--- src/core/pwc_pkg.sv ---
// Constants shared by the periodic wakeup counter design
package pwc_pkg;

	// Bus geometry and prescaler ratio width
	localparam int          PWC_ADDR_W      = 12;
	localparam int          PWC_DATA_W      = 32;
	localparam int          PWC_RATIO_W     = 18;

	// Register byte offsets
	localparam logic [11:0] PWC_OFS_CTRL    = 12'h000;
	localparam logic [11:0] PWC_OFS_COUNT   = 12'h004;
	localparam logic [11:0] PWC_OFS_WRAP    = 12'h008;

	// Control register field positions
	localparam int          PWC_FLAG_BIT    = 7;
	localparam int          PWC_SRC_HI      = 6;
	localparam int          PWC_SRC_LO      = 5;
	localparam int          PWC_IE_BIT      = 4;
	localparam int          PWC_DIV_HI      = 3;
	localparam int          PWC_DIV_LO      = 0;

	// Source select codes
	localparam logic [1:0]  PWC_SRC_LPO     = 2'h0;
	localparam logic [1:0]  PWC_SRC_EXT     = 2'h1;

	// Reset values and the divider-off code
	localparam logic [1:0]  PWC_SRC_RST     = 2'h0;
	localparam logic [3:0]  PWC_DIV_RST     = 4'h0;
	localparam logic [7:0]  PWC_WRAP_RST    = 8'h00;
	localparam logic [7:0]  PWC_COUNT_RST   = 8'h00;
	localparam logic [3:0]  PWC_DIV_OFF     = 4'h0;

endpackage : pwc_pkg

--- src/core/pwc_edge_sync.sv ---
// Two-stage synchroniser with rising-edge pulse for the source clocks
`timescale 1ns/100ps
`default_nettype none

module pwc_edge_sync #(
	parameter int W = 3
) (
	// Clock and reset
	input  wire logic         pclk,
	input  wire logic         presetn,
	// Asynchronous levels in, one-cycle edge pulses out
	input  wire logic [W-1:0] async_in,
	output var  logic [W-1:0] rise
);

	logic [W-1:0] stage1;
	logic [W-1:0] stage2;
	logic [W-1:0] stage3;
	logic [W-1:0] next_rise;

	// Edge found on the second stage only; first stage feeds nothing else
	always_comb begin
		next_rise = stage2 & ~stage3;
	end

	// Sync chain and registered pulse
	always_ff @(posedge pclk or negedge presetn) begin
		if (!presetn) begin
			stage1 <= '0;
			stage2 <= '0;
			stage3 <= '0;
			rise   <= '0;
		end else begin
			stage1 <= async_in;
			stage2 <= stage1;
			stage3 <= stage2;
			rise   <= next_rise;
		end
	end

endmodule : pwc_edge_sync

`default_nettype wire

--- src/core/pwc_top.sv ---
// Periodic wakeup counter: source select, prescaler, wrap counter, APB
//
// Added by the designer: the address map and the APB interface to the registers.
`timescale 1ns/100ps
`default_nettype none

module pwc_top
	import pwc_pkg::*;
(
	// Clock and reset
	input  wire logic                  pclk,
	input  wire logic                  presetn,
	// APB slave
	input  wire logic                  psel,
	input  wire logic                  penable,
	input  wire logic                  pwrite,
	input  wire logic [PWC_ADDR_W-1:0] paddr,
	input  wire logic [PWC_DATA_W-1:0] pwdata,
	output var  logic [PWC_DATA_W-1:0] prdata,
	output var  logic                  pready,
	output var  logic                  pslverr,
	// Source clocks, asynchronous to pclk
	// Each must stay below half the pclk rate; only its edges are used
	input  wire logic                  low_power_osc_clock,
	input  wire logic                  external_ref_clock,
	input  wire logic                  internal_ref_clock,
	// Interrupt request
	output var  logic                  match_irq
);

	// Divide ratio for a divider code and source bit 0
	// Binary ratios on codes 1-7, decimal on 8-15; source bit 0 picks
	// the slow or fast row, so one table serves all three sources
	function automatic logic [PWC_RATIO_W-1:0] pwc_ratio(
		input logic       src0,
		input logic [3:0] div
	);
		logic [PWC_RATIO_W-1:0] r;
		r = 18'h00001;
		unique case ({src0, div})
			5'h01: r = 18'h00008;
			5'h02: r = 18'h00020;
			5'h03: r = 18'h00040;
			5'h04: r = 18'h00080;
			5'h05: r = 18'h00100;
			5'h06: r = 18'h00200;
			5'h07: r = 18'h00400;
			5'h08: r = 18'h00001;
			5'h09: r = 18'h00002;
			5'h0A: r = 18'h00004;
			5'h0B: r = 18'h0000A;
			5'h0C: r = 18'h00010;
			5'h0D: r = 18'h00064;
			5'h0E: r = 18'h001F4;
			5'h0F: r = 18'h003E8;
			5'h11: r = 18'h00400;
			5'h12: r = 18'h00800;
			5'h13: r = 18'h01000;
			5'h14: r = 18'h02000;
			5'h15: r = 18'h04000;
			5'h16: r = 18'h08000;
			5'h17: r = 18'h10000;
			5'h18: r = 18'h003E8;
			5'h19: r = 18'h007D0;
			5'h1A: r = 18'h01388;
			5'h1B: r = 18'h02710;
			5'h1C: r = 18'h04E20;
			5'h1D: r = 18'h0C350;
			5'h1E: r = 18'h186A0;
			5'h1F: r = 18'h30D40;
			default: r = 18'h00001;
		endcase
		return r;
	endfunction : pwc_ratio

	// Register state
	logic [1:0]             tick_source_select;
	logic [3:0]             rate_divider_select;
	logic                   match_irq_enable;
	logic                   match_flag;
	logic [7:0]             wrap_compare_value;
	logic [7:0]             tick_count_value;
	// Prescaler position counts selected source edges, not pclk cycles
	logic [PWC_RATIO_W-1:0] pre_count;

	// Next values
	logic [1:0]             next_tick_source_select;
	logic [3:0]             next_rate_divider_select;
	logic                   next_match_irq_enable;
	logic                   next_match_flag;
	logic [7:0]             next_wrap_compare_value;
	logic [7:0]             next_tick_count_value;
	logic [PWC_RATIO_W-1:0] next_pre_count;
	logic [PWC_DATA_W-1:0]  next_prdata;
	logic                   next_pready;
	logic                   next_pslverr;
	logic                   next_match_irq;

	// Helpers
	logic [2:0]             src_rise;
	logic                   src_edge;
	logic                   tick;
	logic                   presc_on;
	logic                   wr_access;
	logic                   setup;
	logic                   hit_ctrl;
	logic                   hit_count;
	logic                   hit_wrap;
	logic                   clear_counters;
	logic [PWC_RATIO_W-1:0] ratio;

	// Sources are only sampled, never used as clocks: one domain, and a
	// source switch cannot produce runt pulses
	// sync sources
	pwc_edge_sync #(
		.W (3)
	) u_sync (
		.pclk     (pclk),
		.presetn  (presetn),
		.async_in ({internal_ref_clock, external_ref_clock,
			low_power_osc_clock}),
		.rise     (src_rise)
	);

	// Bus decode; access completes in the cycle after setup
	always_comb begin
		setup     = psel && !penable;
		hit_ctrl  = (paddr == PWC_OFS_CTRL);
		hit_count = (paddr == PWC_OFS_COUNT);
		hit_wrap  = (paddr == PWC_OFS_WRAP);
		// Writes land only at the access edge, with pready high
		wr_access = psel && penable && pready && pwrite;
	end

	// Source pick and tick generation
	always_comb begin
		unique case (tick_source_select)
			PWC_SRC_LPO: src_edge = src_rise[0];
			PWC_SRC_EXT: src_edge = src_rise[1];
			default:     src_edge = src_rise[2];
		endcase
		ratio = pwc_ratio(tick_source_select[0], rate_divider_select);
		presc_on = (rate_divider_select != PWC_DIV_OFF);
		tick     = src_edge && presc_on
			&& (pre_count == ratio - 18'h00001);
	end

	// Control register and clear decisions
	always_comb begin
		next_tick_source_select  = tick_source_select;
		next_rate_divider_select = rate_divider_select;
		next_match_irq_enable    = match_irq_enable;
		next_wrap_compare_value  = wrap_compare_value;
		clear_counters           = 1'b0;
		// Rewriting unchanged fields keeps the counters running, so a
		// flag clear does not lose the count phase
		if (wr_access && hit_ctrl) begin
			next_tick_source_select  = pwdata[PWC_SRC_HI:PWC_SRC_LO];
			next_rate_divider_select = pwdata[PWC_DIV_HI:PWC_DIV_LO];
			next_match_irq_enable    = pwdata[PWC_IE_BIT];
			if (pwdata[PWC_SRC_HI:PWC_SRC_LO] != tick_source_select) begin
				clear_counters = 1'b1;
			end
			if (pwdata[PWC_DIV_HI:PWC_DIV_LO] != rate_divider_select) begin
				clear_counters = 1'b1;
			end
		end
		if (wr_access && hit_wrap) begin
			next_wrap_compare_value = pwdata[7:0];
			clear_counters          = 1'b1;
		end
	end

	// Prescaler, counter and flag
	always_comb begin
		next_pre_count        = pre_count;
		next_tick_count_value = tick_count_value;
		next_match_flag       = match_flag;
		if (wr_access && hit_ctrl && pwdata[PWC_FLAG_BIT]) begin
			next_match_flag = 1'b0;
		end
		// A clearing write outranks a tick in the same cycle, so a new
		// setting always starts from an empty prescaler
		if (clear_counters) begin
			next_pre_count        = '0;
			next_tick_count_value = PWC_COUNT_RST;
		end else if (src_edge && presc_on) begin
			// Prescaler restarts on each tick
			// decimal and binary share one counter
			next_pre_count = tick ? '0 : pre_count + 18'h00001;
			if (tick) begin
				if (tick_count_value == wrap_compare_value) begin
					next_tick_count_value = PWC_COUNT_RST;
					// set on wrap; set beats clear
					next_match_flag       = 1'b1;
				end else begin
					next_tick_count_value = tick_count_value + 8'h01;
				end
			end
		end
	end

	// Bus answer and interrupt; read data is taken at setup, so a count
	// read shows the value of the setup cycle, the cycle before the access cycle
	always_comb begin
		next_pready  = setup;
		// Unmapped addresses answer with an error and change nothing
		next_pslverr = setup && !(hit_ctrl || hit_count || hit_wrap);
		next_prdata  = '0;
		if (setup && hit_ctrl) begin
			next_prdata[PWC_FLAG_BIT]          = match_flag;
			next_prdata[PWC_SRC_HI:PWC_SRC_LO] = tick_source_select;
			next_prdata[PWC_IE_BIT]            = match_irq_enable;
			next_prdata[PWC_DIV_HI:PWC_DIV_LO] = rate_divider_select;
		end else if (setup && hit_count) begin
			next_prdata[7:0] = tick_count_value;
		end else if (setup && hit_wrap) begin
			next_prdata[7:0] = wrap_compare_value;
		end
		// Built from next values so the request moves with the flag
		// flag and enable
		next_match_irq = next_match_flag && next_match_irq_enable;
	end

	// Control fields; reset leaves the prescaler off
	always_ff @(posedge pclk or negedge presetn) begin
		if (!presetn) begin
			tick_source_select  <= PWC_SRC_RST;
			rate_divider_select <= PWC_DIV_RST;
			match_irq_enable    <= 1'b0;
			wrap_compare_value  <= PWC_WRAP_RST;
		end else begin
			tick_source_select  <= next_tick_source_select;
			rate_divider_select <= next_rate_divider_select;
			match_irq_enable    <= next_match_irq_enable;
			wrap_compare_value  <= next_wrap_compare_value;
		end
	end

	// Prescaler, counter and flag registers
	always_ff @(posedge pclk or negedge presetn) begin
		if (!presetn) begin
			match_flag       <= 1'b0;
			tick_count_value <= PWC_COUNT_RST;
			pre_count        <= '0;
		end else begin
			match_flag       <= next_match_flag;
			tick_count_value <= next_tick_count_value;
			pre_count        <= next_pre_count;
		end
	end

	// Bus answer and request, each straight from a flop
	always_ff @(posedge pclk or negedge presetn) begin
		if (!presetn) begin
			prdata    <= '0;
			pready    <= 1'b0;
			pslverr   <= 1'b0;
			match_irq <= 1'b0;
		end else begin
			prdata    <= next_prdata;
			pready    <= next_pready;
			pslverr   <= next_pslverr;
			match_irq <= next_match_irq;
		end
	end

endmodule : pwc_top

`default_nettype wire

--- config.mk ---
export PLATFORM = sky130hd
export DESIGN_NAME = pwc_top
export DESIGN_NICKNAME = d
export VERILOG_FILES = /design/src/core/pwc_pkg.sv /design/src/core/pwc_edge_sync.sv /design/src/core/pwc_top.sv
export SDC_FILE = /design/constraint.sdc
export NUM_CORES = 1
export LEC_CHECK = 0
export ABC_AREA = 1
export BUFFER_PORTS_ARGS = -buffer_cell sky130_fd_sc_hd__buf_2
export CORE_MARGIN = 5
export CORE_UTILIZATION = 35
export DETAILED_ROUTE_END_ITERATION = 10
export SLEW_MARGIN = 20
export SYNTH_ARGS = -nofsm -noshare
export SYNTH_HDL_FRONTEND = slang
export SYNTH_HIERARCHICAL = 1
export SYNTH_SLANG_ARGS = --single-unit
--- constraint.sdc ---
create_clock -name pclk -period 3.91 [get_ports pclk]
set_input_delay 0.782 -clock pclk [delete_from_list [all_inputs] [get_ports pclk]]
set_output_delay 0.782 -clock pclk [all_outputs]
set_load 0.02 [all_outputs]
==> flow_metrics.py <==
metrics = {
    "timing": {
        "skew_ns": 0.00780,
        "period_needed_ns": 3.38,
        "finalSetupTns_ns": 0,
        "grt_setup_unrepaired": "no",
        "finalSetupViolations": 0,
        "worstMarginPinSlew_ns": 0.902,
        "period_share_pct": 86.6,
        "drv_slew": 0,
        "hold_ws_ns": 0.348,
        "finalHoldViolCount": 0,
        "slew_headroom_pct": 39.9,
        "fmax_ghz": 0.295,
    },
    "critical_path": {
        "r2r_start": "rate_divider_select[1]",
        "worstPathRequired_ns": 4.18,
        "start_kind": "flip-flop",
        "critPathKind": "flip-flop to flip-flop",
        "timing.critical_path.from": "rate_divider_select[1]",
        "cp-end-kind": "flip-flop",
        "worstPathArrival_ns": 3.65,
        "crit_fanout": 22,
    },
    "global_route": {
        "grt_pass1_vias": 4338,
        "grt_max_degree": 42,
        "grt_pass1_wl_um": 21400,
        "grt_util_all_layers_pct": 15.9,
        "grt_overflow": 0,
        "antenna_found_initial": 0,
    },
    "power_and_ir_drop": {
        "vdd_ir_drop_max_uv": 248,
        "power.density_mw_per_mm2": 300,
        "leakage_nw": 2.94,
    },
    "synthesis": {
        "synth_common_cells": "nand2_1, inv_1, nor2_1",
        "synth_top_area_share_pct": 31.7,
        "synth.most_common_cell": "nand2_1",
        "synth_ff_type": "dfrtp_1",
        "ys_seq_area_share_pct": 31.7,
        "ys_ff_latch": 65,
        "synth_cells": 735,
        "synth-edff-count": 0,
        "yosys_warnings": 6,
        "synth.avg_cell_area_um2": 6.98,
        "syn_area_mm2": 0.00513,
        "synth_cell_types": 39,
        "yosysTopAreaCell": "dfrtp_1",
        "async_flop_share_pct": 100,
        "synth_area_leaders": "dfrtp_1, nand2_1, nand3_1, inv_1, nor2_1",
    },
    "clock_network": {
        "htree_levels": 3,
        "clk_pin_slew_worst_paths_ns": 0.06,
        "cts_root_buf": "clkbuf_16",
        "numCtsBuffers": 9,
        "clockBufferDepth": 2,
        "cts_setup_buffers": 0,
        "hold_buffers": 0,
        "clk_latency_ns": 0.33,
        "cts_resized": 0,
        "cts_tree": "yes",
        "clock_sinks": 65,
    },
    "detailed_routing": {
        "vias": 4574,
        "first_iter_violations": 194,
        "viasPerCell": 4.73,
        "drt_first_pass_iters": 4,
        "drc": 0,
        "routedWlPerCell_um": 13.4,
        "wl_um": 13000,
        "antenna_left": 0,
    },
    "layout": {
        "nets": 838,
        "area_delta_synth_final_pct": 11.2,
        "drive_gt1_share_pct": 16.7,
        "diodes": 0,
        "fillers": 1541,
    },
    "placed_design": {
        "dpl.hpwl_um": 10300,
        "gp_congestion": 0.881,
        "port_buffers": 38,
    },
    "floorplanning": {
        "core_mm2": 0.0144,
        "die_w_um": 131,
        "die-area_mm2": 0.0172,
        "rows": 44,
        "start_util_pct": 35.5,
        "ios": 87,
        "die_y_um": 131,
    },
    "worst_hold_path": {
        "hp-start": "u_sync/stage1[0]",
        "hold_path.class": "flip-flop to flip-flop",
    },
    "run": {
        "cap_violations": 0,
    },
    "status": {
        "run_status": "complete, no violations",
    },
}
## metal layers
metal | share of wire (%) | up-vias | routed length [um] | global-route usage [%]
met4 | 1.9 | 0 | 240 | 6.11
met2 | 46 | 85 | 6000 | 26.0
met1 | 49 | 2104 | 6310 | 21.5
met5 | 0 | - | 0 | 0
li1 | - | 2369 | - | -
met3 | 3.1 | 16 | 402 | 1.99
## state kept, by name, summed over array words and instances (netlist names)
name,count
match_flag,1
match_irq,1
match_irq_enable,1
prdata,8
pre_count,18
pready,1
pslverr,1
rate_divider_select,4
tick_count_value,8
tick_source_select,2
u_sync/rise,3
u_sync/stage1,3
u_sync/stage2,3
u_sync/stage3,3
wrap_compare_value,8
## through the flow
| step | setup slack (ns) | area (um2) | util (%) | cells | power [mW] |
|---|---|---|---|---|---|
| 4_1_cts | 0.494 | 5700 | 39.5 | 967 | 1.73 |
| 2_1_floorplan | 1.13 | 5210 | - | 758 | 0.870 |
| 6_report | 0.526 | 5700 | 39.5 | 967 | 1.71 |
| 5_1_grt | 0.0879 | 5700 | 39.5 | 967 | 1.79 |
| 3_3_place_gp | 0.552 | 5400 | 37.4 | 951 | 0.914 |
| 3_5_place_dp | 0.510 | 5400 | 37.4 | 951 | 0.915 |
## layout by cell type (no fill, tap or decap), types with 2 or more instances in the layout
cell / instances
inv_2: 5
o21ai_0: 28
xnor2_1: 11
inv_4: 2
xor2_1: 27
a21oi_1: 24
ha_1: 8
nand2_2: 24
inv_6: 2
clkbuf_16: 9
nor3b_1: 2
nand2_4: 7
nor2_8: 2
nor2_4: 8
nand2_1: 197
clkinvlp_4: 4
inv_1: 80
nand3_1: 70
nand3_2: 10
conb_1: 24
buf_4: 5
nand4_1: 18
nor2_2: 8
mux2_2: 5
nor3_1: 8
nor2_1: 79
buf_2: 38
dfrtp_1: 65
nand3b_1: 2
## layout make-up
cell class	instances	area, um2	share of cell area (%)
clock inverter	7	77.6	1.36
inverter	88	335	5.88
timing repair buffer	43	228	3.99
sequential	65	1630	28.5
clock buffer	9	225	3.95
tap	184	230	4.04
multi-input combinational	571	2980	52.2
## final timing paths
| check | endpoint | slack [ns] | cells past startpoint |
|---|---|---|---|
| max in group asynchronous | pre_count[13] | 2.60 | 2 |
| worst min register to register | u_sync/stage2[0] | 0.35 | 0 |
| min in group asynchronous | match_irq | 0.58 | 1 |
| worst min-delay path | u_sync/stage2[0] | 0.35 | 0 |
| worst max register to register | tick_count_value[0] | 0.53 | 20 |
| worst max-delay path | tick_count_value[0] | 0.53 | 20 |
## worst max-delay path, cell delays in order (launching register included)
cell and delay, ns:
dfrtp_1 0.47, inv_1 0.25, ha_1 0.25, inv_1 0.07, nor2_1 0.15, nand2_2 0.12
ha_1 0.32, xnor2_1 0.13, nor2_1 0.16, nand2_1 0.07, nor2_1 0.14, nand3_1 0.09
nor2_1 0.13, nand2_1 0.06, nor2_1 0.12, nand3_2 0.11, nor2_4 0.15, nand2_4 0.11
nand2_4 0.25, nand2_1 0.09, nand2_1 0.06
## cells by family after synthesis
family	Yosys count	share of synthesized area, %
other	1	0.0731
AO/OA/AOI/OAI	57	5.73
buffers and inverters	122	11.9
AND/OR/NAND/NOR	439	41.1
adder cells (fa/ha/maj)	8	1.95
multiplexers	5	1.10
flip-flops	65	31.7
XOR/XNOR	38	6.49
## where the power goes
| part | leakage (nW) | internal (mW) | switching [mW] |
|---|---|---|---|
| Combinational | 1.97 | 0.0578 | 0.114 |
| Clock | 0.135 | 0.497 | 0.311 |
| Sequential | 0.832 | 0.700 | 0.0336 |
| Total | 2.94 | 1.25 | 0.459 |
Power figures use the tool's default switching activity.
